<file path="config.mk">
export PLATFORM = sky130hd
export DESIGN_NAME = serdes_test_regs
export DESIGN_NICKNAME = d
export VERILOG_FILES = /design/src/hw/serdes_test_pkg.sv /design/src/hw/serdes_test_regs.sv /design/src/hw/pattern_lane.sv
export SDC_FILE = /design/constraint.sdc
export NUM_CORES = 1
export LEC_CHECK = 0
export BUFFER_PORTS_ARGS = -buffer_cell sky130_fd_sc_hd__buf_2
export CAP_MARGIN = 20
export CORE_MARGIN = 8
export CORE_UTILIZATION = 25
export DETAILED_ROUTE_END_ITERATION = 12
export GPL_TIMING_DRIVEN = 0
export PLACE_DENSITY = 0.43
export SLEW_MARGIN = 10
export SYNTH_ARGS = -nofsm -noshare
export SYNTH_HDL_FRONTEND = slang
export SYNTH_HIERARCHICAL = 1
export SYNTH_SLANG_ARGS = --single-unit
</file>
<file path="constraint.sdc">
create_clock -name clk_in -period 4 [get_ports clk_in]
set_input_delay 0.8 -clock clk_in [delete_from_list [all_inputs] [get_ports clk_in]]
set_output_delay 0.8 -clock clk_in [all_outputs]
set_load 0.005 [all_outputs]
</file>
<file path="src/hw/serdes_test_pkg.sv">
// shared constants for the serdes test and control register bank
// assumes a clause-22 style mdio frame on mdc, sampled by clk_in
package serdes_test_pkg;
   localparam int NUM_CH = 8;
   localparam int WORD_W = 10;
   localparam logic [4:0] REG_SPARE = 5'h17;
   localparam logic [4:0] REG_GLOBAL_CTRL = 5'h18;
   localparam logic [4:0] REG_RSVD_A = 5'h19;
   localparam logic [4:0] REG_RSVD_SA = 5'h1A;
   localparam logic [4:0] REG_RSVD_SB = 5'h1B;
   localparam logic [4:0] REG_RSVD_SC = 5'h1C;
   localparam logic [4:0] REG_LOOP = 5'h16;
   localparam logic [4:0] REG_SOFT_RESET = 5'h1D;
   localparam logic [4:0] REG_FACTORY = 5'h1E;
   localparam logic [4:0] REG_PATTERN = 5'h1F;
   localparam logic [15:0] RST_GLOBAL_CTRL = 16'h100C;
   localparam logic [15:0] RST_FACTORY = 16'h000B;
   localparam logic [15:0] RST_LOOP = 16'h0000;
   localparam logic [15:0] GLOBAL_RW_MASK = 16'hD30C;
   localparam logic [15:0] FACTORY_RW_MASK = 16'hFF7F;
   localparam int BIT_GIGE = 15;
   localparam int BIT_BUSY = 14;
   localparam int BIT_RATE = 12;
   localparam int BIT_CHECK = 9;
   localparam int BIT_GEN = 8;
   localparam int EMPH_LO = 2;
   localparam logic [4:0] PHY_ADDR_DEF = 5'h00;
   localparam logic [9:0] K28_5_RDN = 10'h0FA;
   localparam logic [9:0] K28_5_RDP = 10'h305;
   localparam logic [9:0] D15_2 = 10'h2E8;
   localparam logic [9:0] D5_6 = 10'h299;
   localparam logic [9:0] D10_1 = 10'h255;
   localparam logic [6:0] LFSR_SEED = 7'h7F;
   localparam logic [3:0] PASS_WORDS = 4'hF;
endpackage

</file>
<file path="src/hw/serdes_test_regs.sv">
// What this block does
// - ethernet mode: comma plus data character classifies as idle, busy aside
// - ethernet mode: transmit idle uses D5.6 instead of D15.2
// - effective ethernet mode is register bit or mode pin
// - busy pass bit or pin: K28.5 D10.1 passes as data, else idle
// - busy pass setting only counts while ethernet mode active
// - check enable turns on pattern checking, results in pattern status high byte
// - generate enable starts patterns on the transmit serial words; receive bus sees them only in serial loopback
// - global emphasis field two bits, resets to 11
// - receive soft reset bit resets both pattern generator and checker of its lane
// - transmit soft reset bit resets both pattern generator and checker of its lane
// - soft reset bits clear themselves on the next mdc cycle
// - pattern status high byte gives read-only receive pass flags
// - serial loopback by pin or per channel, receive reflects transmit input
// - serial loopback tristates serial outputs
// - serial loopback ignores serial receive input
// - far-end loopback retransmits serial input, parallel side ignored/tristated
// - power-on reset tristates receive data and holds receive clocks low
// - self-test makes 127-long pattern into the 10-bit transmit register
// - self-test enabled by pin or register bit
// - self-test ignores parallel transmit data
// - each serial loopback bit is ored with loopback pin
// - far-end loopback only on pairs A/B, C/D, E/F, G/H
//
// management register bank and test data paths of an eight-lane serdes
// assumes mdc and mdio pins are asynchronous and slow against clk_in
module serdes_test_regs
   import serdes_test_pkg::*;
(
   // clock and reset
   input wire logic clk_in,
   input wire logic rst_n_in,
   input wire logic por_active_in,
   // management pins
   input wire logic mdc_in,
   input wire logic mdio_in,
   output logic mdio_out,
   output logic mdio_oe_n_out,
   input wire logic [4:0] phy_addr_in,
   // mode pins
   input wire logic ethernet_mode_pin_in,
   input wire logic busy_pass_pin_in,
   input wire logic alt_busy_pin_in,
   input wire logic pattern_test_pin_in,
   input wire logic loopback_pin_in,
   // per-lane parallel side, word strobe from core logic
   input wire logic word_stb_in,
   input wire logic [NUM_CH*WORD_W-1:0] tx_parallel_bus_in,
   output logic [NUM_CH*WORD_W-1:0] rx_parallel_bus_out,
   output logic [NUM_CH-1:0] rx_parallel_oe_n_out,
   output logic [NUM_CH-1:0] rx_clk_out,
   // per-lane serial side, words before serialiser / after deserialiser
   input wire logic [NUM_CH*WORD_W-1:0] rx_serial_word_in,
   output logic [NUM_CH*WORD_W-1:0] tx_serial_word_out,
   output logic [NUM_CH-1:0] tx_serial_oe_n_out,
   // receive classification
   output logic [NUM_CH-1:0] rx_idle_out,
   // global controls
   output logic rate_comp_enable_out,
   output logic [1:0] emphasis_level_global_out,
   output logic [NUM_CH-1:0] rx_chan_soft_reset_out,
   output logic [NUM_CH-1:0] tx_chan_soft_reset_out
);
   typedef enum {ST_IDLE, ST_HDR, ST_TA, ST_WDATA, ST_RDATA} mdio_state_t;

   // pin synchronisers
   logic [1:0] mdc_s_q, mdio_s_q;
   logic mdc_old_q;
   logic gige_p_q1, gige_p_q, busy_p_q1, busy_p_q, alt_p_q1, alt_p_q;
   logic prbs_p_q1, prbs_p_q, loopback_pin_p_q1, loopback_pin_p_q;
   always_ff @(posedge clk_in) begin
      if (!rst_n_in) begin
         mdc_s_q <= '0;
         mdio_s_q <= '0;
         mdc_old_q <= 1'b0;
         {gige_p_q1, gige_p_q, busy_p_q1, busy_p_q, alt_p_q1, alt_p_q} <= '0;
         {prbs_p_q1, prbs_p_q, loopback_pin_p_q1, loopback_pin_p_q} <= '0;
      end else begin
         mdc_s_q <= {mdc_s_q[0], mdc_in};
         mdio_s_q <= {mdio_s_q[0], mdio_in};
         mdc_old_q <= mdc_s_q[1];
         gige_p_q1 <= ethernet_mode_pin_in;
         gige_p_q <= gige_p_q1;
         busy_p_q1 <= busy_pass_pin_in;
         busy_p_q <= busy_p_q1;
         alt_p_q1 <= alt_busy_pin_in;
         alt_p_q <= alt_p_q1;
         prbs_p_q1 <= pattern_test_pin_in;
         prbs_p_q <= prbs_p_q1;
         loopback_pin_p_q1 <= loopback_pin_in;
         loopback_pin_p_q <= loopback_pin_p_q1;
      end
   end
   logic mdc_rise, mdc_fall;
   assign mdc_rise = mdc_s_q[1] && !mdc_old_q;
   assign mdc_fall = !mdc_s_q[1] && mdc_old_q;

   // registers
   logic [15:0] global_q, factory_q, loop_q;
   logic [NUM_CH-1:0] rx_srst_q, tx_srst_q;
   logic [NUM_CH-1:0] pass_w;

   // mdio frame engine
   mdio_state_t st_q;
   logic [5:0] cnt_q;
   logic [13:0] hdr_q;
   logic [15:0] sh_q;
   logic [4:0] reg_q;
   logic rd_q, mine_q;
   logic wr_stb;
   assign wr_stb = mdc_rise && st_q == ST_WDATA && cnt_q == 6'd15 && mine_q;

   function automatic logic [15:0] read_word(input logic [4:0] a);
      if (a == REG_GLOBAL_CTRL) begin
         return global_q;
      end else if (a == REG_LOOP) begin
         return loop_q;
      end else if (a == REG_SOFT_RESET) begin
         return {rx_srst_q, tx_srst_q};
      end else if (a == REG_FACTORY) begin
         return factory_q;
      end else if (a == REG_PATTERN) begin
         return {pass_w, 8'h00};
      end else begin
         return 16'h0000;
      end
   endfunction

   always_ff @(posedge clk_in) begin
      if (!rst_n_in) begin
         st_q <= ST_IDLE;
         cnt_q <= '0;
         hdr_q <= '0;
         sh_q <= '0;
         reg_q <= '0;
         rd_q <= 1'b0;
         mine_q <= 1'b0;
      end else if (mdc_rise) begin
         case (st_q)
            ST_IDLE: begin
               cnt_q <= mdio_s_q[1] ? cnt_q + ((cnt_q == 6'd32) ? 6'd0 : 6'd1) : 6'd0;
               if (cnt_q == 6'd32 && !mdio_s_q[1]) begin
                  st_q <= ST_HDR;
                  cnt_q <= 6'd1;
                  hdr_q <= '0;
               end
            end
            ST_HDR: begin
               hdr_q <= {hdr_q[12:0], mdio_s_q[1]};
               cnt_q <= cnt_q + 6'd1;
               if (cnt_q == 6'd13) begin
                  st_q <= ST_TA;
                  cnt_q <= '0;
                  rd_q <= hdr_q[10:9] == 2'b10;
                  mine_q <= hdr_q[8:4] == phy_addr_in;
                  reg_q <= {hdr_q[3:0], mdio_s_q[1]};
               end
            end
            ST_TA: begin
               cnt_q <= cnt_q + 6'd1;
               if (cnt_q == 6'd1) begin
                  st_q <= rd_q ? ST_RDATA : ST_WDATA;
                  cnt_q <= '0;
                  sh_q <= read_word(reg_q);
               end
            end
            ST_WDATA: begin
               sh_q <= {sh_q[14:0], mdio_s_q[1]};
               cnt_q <= cnt_q + 6'd1;
               if (cnt_q == 6'd15) begin
                  st_q <= ST_IDLE;
                  cnt_q <= '0;
               end
            end
            ST_RDATA: begin
               sh_q <= {sh_q[14:0], 1'b0};
               cnt_q <= cnt_q + 6'd1;
               if (cnt_q == 6'd15) begin
                  st_q <= ST_IDLE;
                  cnt_q <= '0;
               end
            end
            default: st_q <= ST_IDLE;
         endcase
      end
   end

   // read data launched on falling mdc
   logic drive_q;
   always_ff @(posedge clk_in) begin
      if (!rst_n_in) begin
         drive_q <= 1'b0;
         mdio_out <= 1'b1;
      end else if (mdc_fall) begin
         drive_q <= st_q == ST_RDATA && mine_q;
         mdio_out <= sh_q[15];
      end
   end
   assign mdio_oe_n_out = !drive_q;

   logic [15:0] wr_word;
   assign wr_word = {sh_q[14:0], mdio_s_q[1]};

   always_ff @(posedge clk_in) begin
      if (!rst_n_in) begin
         global_q <= RST_GLOBAL_CTRL;
         factory_q <= RST_FACTORY;
         loop_q <= RST_LOOP;
      end else if (wr_stb) begin
         if (reg_q == REG_GLOBAL_CTRL) begin
            global_q <= wr_word & GLOBAL_RW_MASK;
         end else if (reg_q == REG_FACTORY) begin
            factory_q <= wr_word & FACTORY_RW_MASK;
         end else if (reg_q == REG_LOOP) begin
            loop_q <= wr_word;
         end
      end
   end

   // soft resets: held one mdc cycle, cleared at the next mdc rise
   always_ff @(posedge clk_in) begin
      if (!rst_n_in) begin
         rx_srst_q <= '0;
         tx_srst_q <= '0;
      end else if (wr_stb && reg_q == REG_SOFT_RESET) begin
         rx_srst_q <= wr_word[15:8];
         tx_srst_q <= wr_word[7:0];
      end else if (mdc_rise) begin
         rx_srst_q <= '0;
         tx_srst_q <= '0;
      end
   end
   assign rx_chan_soft_reset_out = rx_srst_q;
   assign tx_chan_soft_reset_out = tx_srst_q;

   // effective modes
   logic gige_eff, busy_eff, gen_eff, check_eff;
   logic [NUM_CH-1:0] sloop, floop;
   assign gige_eff = global_q[BIT_GIGE] | gige_p_q;
   assign busy_eff = gige_eff & (global_q[BIT_BUSY] | busy_p_q);
   assign gen_eff = global_q[BIT_GEN] | prbs_p_q;
   assign check_eff = global_q[BIT_CHECK];
   assign sloop = loop_q[15:8] | {NUM_CH{loopback_pin_p_q}};
   assign rate_comp_enable_out = global_q[BIT_RATE];
   assign emphasis_level_global_out = global_q[EMPH_LO+1:EMPH_LO];

   // far-end loopback only as a whole pair
   generate
      for (genvar p = 0; p < NUM_CH/2; p++) begin : g_pair
         assign floop[2*p] = loop_q[2*p] & loop_q[2*p+1];
         assign floop[2*p+1] = loop_q[2*p] & loop_q[2*p+1];
      end
   endgenerate

   // lanes
   logic [NUM_CH*WORD_W-1:0] gen_words;
   logic [NUM_CH*WORD_W-1:0] rx_d, tx_d;
   logic [NUM_CH-1:0] prev_k_q;
   logic [NUM_CH-1:0] tx_k_q;
   logic [NUM_CH-1:0] idle_d;
   generate
      for (genvar c = 0; c < NUM_CH; c++) begin : g_ch
         logic [WORD_W-1:0] txw, rxs, tx_prev;
         assign txw = tx_parallel_bus_in[c*WORD_W +: WORD_W];
         assign rxs = rx_serial_word_in[c*WORD_W +: WORD_W];
         pattern_lane u_lane (
            .clk_in(clk_in),
            .rst_n_in(rst_n_in),
            .chan_reset_in(rx_srst_q[c] | tx_srst_q[c]),
            .gen_en_in(gen_eff),
            .check_en_in(check_eff),
            .word_stb_in(word_stb_in),
            .rx_word_in(sloop[c] ? gen_words[c*WORD_W +: WORD_W] : rxs),
            .gen_word_out(gen_words[c*WORD_W +: WORD_W]),
            .pass_out(pass_w[c])
         );
         always_comb begin
            tx_prev = '0;
            if (floop[c]) begin
               tx_d[c*WORD_W +: WORD_W] = rxs;
            end else if (gen_eff) begin
               tx_d[c*WORD_W +: WORD_W] = gen_words[c*WORD_W +: WORD_W];
            end else if (gige_eff && tx_k_q[c] && txw == D15_2) begin
               tx_d[c*WORD_W +: WORD_W] = D5_6;
            end else begin
               tx_d[c*WORD_W +: WORD_W] = txw;
            end
            rx_d[c*WORD_W +: WORD_W] = sloop[c] ? tx_d[c*WORD_W +: WORD_W] : rxs;
            tx_prev = rx_d[c*WORD_W +: WORD_W];
            idle_d[c] = gige_eff && prev_k_q[c] && tx_prev != K28_5_RDN &&
                        tx_prev != K28_5_RDP &&
                        !((busy_eff || alt_p_q) && tx_prev == D10_1);
         end
      end
   endgenerate

   // data registers; comma history per lane
   always_ff @(posedge clk_in) begin
      if (!rst_n_in) begin
         prev_k_q <= '0;
         tx_k_q <= '0;
         rx_parallel_bus_out <= '0;
         tx_serial_word_out <= '0;
         rx_idle_out <= '0;
      end else if (word_stb_in) begin
         for (int c = 0; c < NUM_CH; c++) begin
            prev_k_q[c] <= rx_d[c*WORD_W +: WORD_W] == K28_5_RDN ||
                           rx_d[c*WORD_W +: WORD_W] == K28_5_RDP;
            tx_k_q[c] <= tx_parallel_bus_in[c*WORD_W +: WORD_W] == K28_5_RDN ||
                         tx_parallel_bus_in[c*WORD_W +: WORD_W] == K28_5_RDP;
         end
         rx_parallel_bus_out <= rx_d;
         tx_serial_word_out <= tx_d;
         rx_idle_out <= idle_d;
      end
   end

   assign tx_serial_oe_n_out = sloop;
   assign rx_parallel_oe_n_out = floop | {NUM_CH{por_active_in}};
   assign rx_clk_out = por_active_in ? '0 : {NUM_CH{word_stb_in}};

   AST_SRST_SELF_CLEAR: assert property (@(posedge clk_in) disable iff (!rst_n_in)
      (rx_srst_q != 0) && mdc_rise |=> rx_srst_q == 0) else $error("soft reset stuck");
   AST_EMPH_RESET: assert property (@(posedge clk_in)
      !rst_n_in |=> emphasis_level_global_out == 2'b11) else $error("emphasis reset");
   AST_SLOOP_TRI: assert property (@(posedge clk_in) disable iff (!rst_n_in)
      loopback_pin_p_q |-> tx_serial_oe_n_out == 8'hFF) else $error("serial out driven");
   AST_POR_CLK: assert property (@(posedge clk_in) disable iff (!rst_n_in)
      por_active_in |-> rx_clk_out == 0 && rx_parallel_oe_n_out == 8'hFF)
      else $error("por outputs");
   AST_BUSY_GATED: assert property (@(posedge clk_in) disable iff (!rst_n_in)
      !gige_eff |-> !busy_eff) else $error("busy without ethernet mode");
   AST_PAIR_ONLY: assert property (@(posedge clk_in) disable iff (!rst_n_in)
      floop[0] |-> loop_q[1]) else $error("half pair far loop");
   AST_GEN_TX: assert property (@(posedge clk_in) disable iff (!rst_n_in)
      gen_eff && !floop[0] && word_stb_in |=> tx_serial_word_out[9:0] == $past(gen_words[9:0]))
      else $error("pattern not sent");
   AST_LOOP_RX: assert property (@(posedge clk_in) disable iff (!rst_n_in)
      sloop[0] && word_stb_in |=> rx_parallel_bus_out[9:0] == $past(tx_d[9:0]))
      else $error("loopback data");
   COV_READ: cover property (@(posedge clk_in) st_q == ST_RDATA && mine_q);
   COV_WRITE: cover property (@(posedge clk_in) wr_stb);
   COV_PASS: cover property (@(posedge clk_in) pass_w[0]);
endmodule

</file>
<file path="src/hw/pattern_lane.sv">
// one channel: 2^7-1 pattern generator and checker on 10-bit words
// assumes the word strobe comes from logic on clk_in
module pattern_lane
   import serdes_test_pkg::*;
(
   // clock and reset
   input wire logic clk_in,
   input wire logic rst_n_in,
   // control
   input wire logic chan_reset_in,
   input wire logic gen_en_in,
   input wire logic check_en_in,
   input wire logic word_stb_in,
   // data
   input wire logic [WORD_W-1:0] rx_word_in,
   output logic [WORD_W-1:0] gen_word_out,
   output logic pass_out
);
   logic [6:0] gen_q;
   logic [6:0] chk_q;
   logic [3:0] good_q;

   function automatic logic [16:0] step10(input logic [6:0] s);
      logic [6:0] t;
      logic [9:0] w;
      t = s;
      w = '0;
      for (int i = 0; i < WORD_W; i++) begin
         w = {w[8:0], t[6]};
         t = {t[5:0], t[6] ^ t[5]};
      end
      return {t, w};
   endfunction

   logic [16:0] gen_nx;
   logic [16:0] chk_nx;
   assign gen_nx = step10(gen_q);
   assign chk_nx = step10(chk_q);
   assign gen_word_out = gen_nx[9:0];

   always_ff @(posedge clk_in) begin
      if (!rst_n_in || chan_reset_in || !gen_en_in) begin
         gen_q <= LFSR_SEED;
      end else if (word_stb_in) begin
         gen_q <= gen_nx[16:10];
      end
   end

   // checker self-seeds from received bits, counts clean words; all-zero words never count
   always_ff @(posedge clk_in) begin
      if (!rst_n_in || chan_reset_in || !check_en_in) begin
         chk_q <= LFSR_SEED;
         good_q <= '0;
      end else if (word_stb_in) begin
         // state after this word follows from its last seven bits
         chk_q[6:1] <= rx_word_in[6:1] ^ rx_word_in[5:0];
         chk_q[0] <= rx_word_in[0] ^ rx_word_in[6] ^ rx_word_in[5];
         if (rx_word_in != chk_nx[9:0] || rx_word_in == '0) begin
            good_q <= '0;
         end else if (good_q != PASS_WORDS) begin
            good_q <= good_q + 4'h1;
         end
      end
   end
   assign pass_out = (good_q == PASS_WORDS);

   AST_PASS_NEEDS_CHECK: assert property (@(posedge clk_in) disable iff (!rst_n_in)
      pass_out |-> $past(check_en_in)) else $error("pass without check enable");
endmodule

</file>
Word-level counts from Yosys, hierarchy flattened

Index checks and enable logic that the tools add are counted.
Widths: inputs -> output; s select.

Bits in registers: 471
Input bits: 176

Mux-type cells: 82
Bitwise gates (word level): 148
Reduce and logical (&&, ||, !) cells: 166
Eq/ne operators: 109
Add/sub/neg operators: 10

Operators by type and width:

| kind                 | number |
|---|---|
| $mux 10              | 40 |
| $eq 10x10->1 const B | 32 |
| $eq 10x8->1 const B  | 16 |
| $mux 32              | 4 |
| $pmux 32 s4          | 1 |
| $xor 1x1->1          | 120 |
| $mux 16              | 6 |
| $logic_not 10->1     | 8 |
| $ne 10x10->1         | 8 |
| $ne 10x10->1 const B | 8 |
| $ne 10x8->1 const B  | 8 |
| $eq 32x2->1 const B  | 2 |
| $eq 32x3->1 const B  | 2 |
| $logic_and 1x1->1    | 64 |
| $mux 4               | 16 |
| $logic_or 1x1->1     | 49 |
| $pmux 16 s3          | 1 |
| $xor 6x6->6          | 8 |
| $add 4x1->4 const B  | 8 |
| $eq 32x1->1 const B  | 1 |
| $eq 32x4->1 const B  | 1 |
| $eq 4x4->1 const B   | 8 |
| $logic_not 32->1     | 1 |
| $mux 8               | 4 |
| other kinds (30)     | 99 |

Logic depth before layout (Yosys ltp)

Depth after elaboration: 11
Gate-level depth with buffers: 12

Cells and area by module

The synthesis kept the hierarchy.

By module, submodules not included:

| module           | instances | area an instance (um2) | cells each | seq. area each (um2) |
|---|---|---|---|---|
| serdes_test_regs | 1         | 17641.9                | 2087       | 5965.7 |
| pattern_lane     | 8         | 1156.1                 | 140        | 360.3 |

Worst setup path before layout

Ideal clock, no wire load.

Path type: in2out
From: input port word_stb_in
To: output port rx_clk_out[1]
Path slack: 0.935 ns
Data required time: 3.200 ns
Arrival: 2.265 ns
Path buffers: 5
Stages: 7
Path through: clkbuf_1 > inv_1 > clkbuf_1 > clkbuf_1 > buf_1 > nor2_1 > buf_4

Cells in the longest elaborated chain, start to end: 1

RTL lines:

| item               | RTL line                | text |
|---|---|---|
| start: declaration | serdes_test_regs.sv:47  | `input wire logic word_stb_in,` |
| $mux 8             | serdes_test_regs.sv:320 | `assign rx_clk_out = por_active_in ? '0 : {NUM_CH{word_stb_in}};` |
| end: declaration   | serdes_test_regs.sv:51  | `output logic [NUM_CH-1:0] rx_clk_out,` |

No other way between the ends.

Final worst setup path

From: register prbs_p_q
To: register tx_serial_word_out[41]

Cells in the longest elaborated chain, start to end: 3

RTL lines:

| item                     | RTL line                | text |
|---|---|---|
| start: declaration       | serdes_test_regs.sv:70  | `logic prbs_p_q1, prbs_p_q, loopback_pin_p_q1, loopback_pin_p_q;` |
| start signal: assignment | serdes_test_regs.sv:89  | `prbs_p_q <= prbs_p_q1;` |
| $or 1x1->1               | serdes_test_regs.sv:241 | `assign gen_eff = global_q[BIT_GEN] \| prbs_p_q;` |
| $mux 10                  | serdes_test_regs.sv:281 | `end else if (gen_eff) begin` |
| $mux 10                  | serdes_test_regs.sv:279 | `if (floop[c]) begin` |
| end signal: assignment   | serdes_test_regs.sv:313 | `tx_serial_word_out <= tx_d;` |
| end: declaration         | serdes_test_regs.sv:54  | `output logic [NUM_CH*WORD_W-1:0] tx_serial_word_out,` |

No other way between the ends.
A chain may end at the register's enable or synchronous reset.

==> summary.txt <==
CTS
  – Clock network latency to the later pin of the worst-skew pair: 0.64 ns
  – Clock buffer depth: 3
  – H-tree depth: 2
  – Clock Sinks: 442
  – Total CTS buffers: 55
  – CTS tree: yes
  – Root Driver: clkbuf_16
  – Reg clk slew, reported paths: ~0.060 ns

Min path
  – Hold Path Class: input port to flip-flop

Logic synthesis
  – Mapped Cells: 3207
  – Largest family of logic cells by synthesized area: simple AND/OR/NAND/NOR gates
  – Async set-reset flop share out of synthesis: 0%
  – Mean Syn Cell Area: 8.39 um^2
  – Cell taking the most area after synthesis: dfxtp_1
  – Yosys reg bits: 442
  – Ys Warns: 6
  – Post-synthesis adder-cell area fraction: 1.68%
  – Sequential-to-total area share from yosys stat: 32.9%
  – Simple-Gate Fraction of Synth Area: 22.2%
  – Synth unique cells: 90
  – Count leader, synth: dfxtp_1
  – Synth Area in Compound Gates: roughly a fifth
  – Yosys top cell area share: between 30% and 40%
  – Multiplexer share of the synthesized area: just over 10%
  – Dominant synthesized flop cell: dfxtp_1
  – Synth Area in XOR/XNOR: 6.32%
  – Post-synth EDFFs: 0
  – Post-synthesis net count: ~3400
  – Syn Std Cell Area: 26900 um^2
  – Synth top area cells: dfxtp_1 33%, mux2i_1 6.3%, nand2_1 5.0%, nor2b_1 4.6%, xnor2_1 4.1%
  – Synth top cells by count: 442 x dfxtp_1, 357 x nand2_1, 198 x nor2b_1

Worst setup path
  – WS Path Type: flip-flop to flip-flop
  – Required @ worst endpoint: 4.57 ns
  – CP Data Arrival Time: 4.55 ns
  – Critical path peak fanout: 10
  – Max stage delay on crit path: 0.85 ns
  – WP buf/inv: 4
  – Slowest cell on the critical path: buf_1
  – Critical Path, Cell by Cell: buf_2 -> nor2_4 -> buf_2 -> buf_2 -> buf_1 -> a21oi_1 -> a211oi_1 -> a21oi_1 -> nor2b_1
  – Worst setup SP type: flip-flop
  – Crit end category: flip-flop
  – CP top delay family: buffers and inverters
  – Most frequent CP cell: buf_2

Place
  – Cell total after placement: 5011
  – Dpl hpwl: 108 mm
  – Port bufs: 388
  – RePlAce Congestion: between 0.9 and 1
  – Place WS: -1.32 ns

Layout
  – P&R area growth vs syn: 21.6%
  – Layout cell share with drive strength beyond 1: a little over a fifth
  – Fillers: 11753
  – Final Non-Filler Cells: a little over 5000
  – Area taken by multi-input logic gates: 16100 um^2
  – Register area: ~8800 um^2
  – Final nets: between 3000 and 4000

Floorplan
  – Core Area: between 100000 and 150000 um^2
  – I/O Pins: 389
  – Starting Density: between 20% and 30%
  – Die Height: approximately 340 um
  – Rows: 120
  – Area of the die: about 120000 um^2
  – Chip width: 344 um

Detailed routing
  – First-pass DRT Iterations: 6
  – Initial DRC Count: 2368
  – Via count: 26319
  – Routed wire per std cell: 27.4 um
  – Vias per inst: 5.14
  – DRC: 0
  – Post-Route WL: ~140 mm
  – Final ANT Viol Nets: 0

Pwr
  – PD cells: 362 nW/um^2
  – Worst vdd ir: 0.000343 V
  – Leakage: 13.4 nW

Global route
  – Initial antenna violation count: 32
  – Total GRT Usage: a little under a quarter
  – Total gr overflow: 0
  – First-pass GRT wire length: 194 mm
  – Largest net degree at the start of global routing: 50
  – Vias in the first global route: 25433

Timing
  – Number of setup violations in the final report: 0
  – RSZ-0062 raised after global routing: false
  – Min Tclk post-route: 3.98 ns
  – Worst-margin pin slew: 1.26 ns
  – Setup WS post-layout: between 0.015 and 0.02 ns
  – Slew Limit Fails: 0
  – F_max: 251 MHz
  – Period utilization: 99.5%
  – Clock Skews: between 0.015 and 0.02 ns
  – Worst relative slew slack: between 10% and 20%
  – Hold Vio Cnt, Final: 0

Run
  – Max Cap Viol: 0

Run status
  – Status: complete, no violations
## through the flow
step	total power, mW	setup TNS (ns)	hold slack, ns	util (%)	area, um^2
5_1_grt	12.2	0	0.374	30.6	32700
3_3_place_gp	6.57	-69.32	0.424	28.6	30600
2_1_floorplan	5.70	0	0.412	-	26900
6_report	11.8	0	0.368	30.6	32700
3_5_place_dp	6.59	-36.38	0.424	28.8	30800
4_1_cts	11.9	0	0.348	30.5	32600
## worst paths after layout
check,startpoint,endpoint,slack [ns],depth (start not counted)
setup / recovery,prbs_p_q,tx_serial_word_out[41],0.02,9
hold / removal,busy_pass_pin_in,busy_p_q1,0.37,2
setup reg to reg,prbs_p_q,tx_serial_word_out[41],0.02,9
hold reg to reg,loopback_pin_p_q1,loopback_pin_p_q,0.44,1
## power breakdown
part	switching (mW)	internal (mW)
clock network	2.19	3.12
logic	1.17	0.703
registers	0.104	4.54
## logic make-up (layout without fill, tap and decap cells)
group           count (synthesis)  in the layout
xor+xnor                      194            194
mux                           266            266
other cells                     0             12
compound gates                757            757
simple gates                 1124           1124
flops                         442            442
fa+ha+maj                      36             36
buf+inv                       388            887
## sequential cells by signal (all words and copies together) (netlist names), 2 cells and up
| register | count |
|---|---|
| prev_k_q | 8 |
| loop_q | 16 |
| rx_parallel_bus_out | 80 |
| g_ch.u_lane/good_q | 32 |
| cnt_q | 6 |
| g_ch.u_lane/gen_q | 56 |
| tx_serial_word_out | 80 |
| mdc_s_q | 2 |
| hdr_q | 11 |
| g_ch.u_lane/chk_q | 56 |
| mdio_s_q | 2 |
| rx_chan_soft_reset_out | 8 |
| factory_q | 15 |
| st_q | 3 |
| global_q | 7 |
| tx_chan_soft_reset_out | 8 |
| tx_k_q | 8 |
| reg_q | 5 |
| rx_idle_out | 8 |
| sh_q | 16 |
## cell type report
type | count | share of cell area, %
timing repair buffer | 402 | 6.56
clock inverter | 25 | 0.896
sequential | 442 | 27.1
multi-input combinational | 2377 | 49.3
antenna | 12 | 0.0919
buffer | 314 | 5.08
clock buffer | 74 | 4.80
inverter | 72 | 0.827
tap | 1403 | 5.37
## layout by cell type, fill, tap and decap left out, types with 14 or more instances in the layout
cell,count
dfxtp_1,441
buf_2,417
nand2_1,357
nor2b_1,198
nor2_1,184
a21oi_1,174
mux2i_1,170
clkbuf_1,146
xnor2_1,127
o21ai_0,106
buf_4,102
mux2_2,93
a211oi_1,76
inv_1,71
xor2_1,67
o21a_1,62
o21ai_1,61
clkbuf_16,55
nor3b_1,47
a31oi_1,46
and2_1,43
nor3_1,43
a22oi_1,38
ha_1,36
nand3_1,34
nand4_1,33
buf_1,30
o211ai_1,21
and3b_1,20
and3_1,20
nand4b_1,19
nand2b_1,18
o21bai_1,17
nor4_1,17
nand3b_1,16
or2_2,14
o211a_1,14
## routing by layer
layer | track usage [%] | routed length [um] | up-vias
met2 | 36.3 | 63200 | 1029
li1 | - | - | 12164
met1 | 30.1 | 61700 | 12891
met4 | 6.96 | 4220 | 8
met5 | 0 | 54 | -
met3 | 4.99 | 10900 | 227
## repair_timing
action,in CTS,in global routing
setup buffers,0,0
resized for setup,4,2
hold buffers,0,0
hold endpoints to repair,0,0
setup endpoints to repair,27,1
Note: power is estimated with default switching activity, not from simulation.
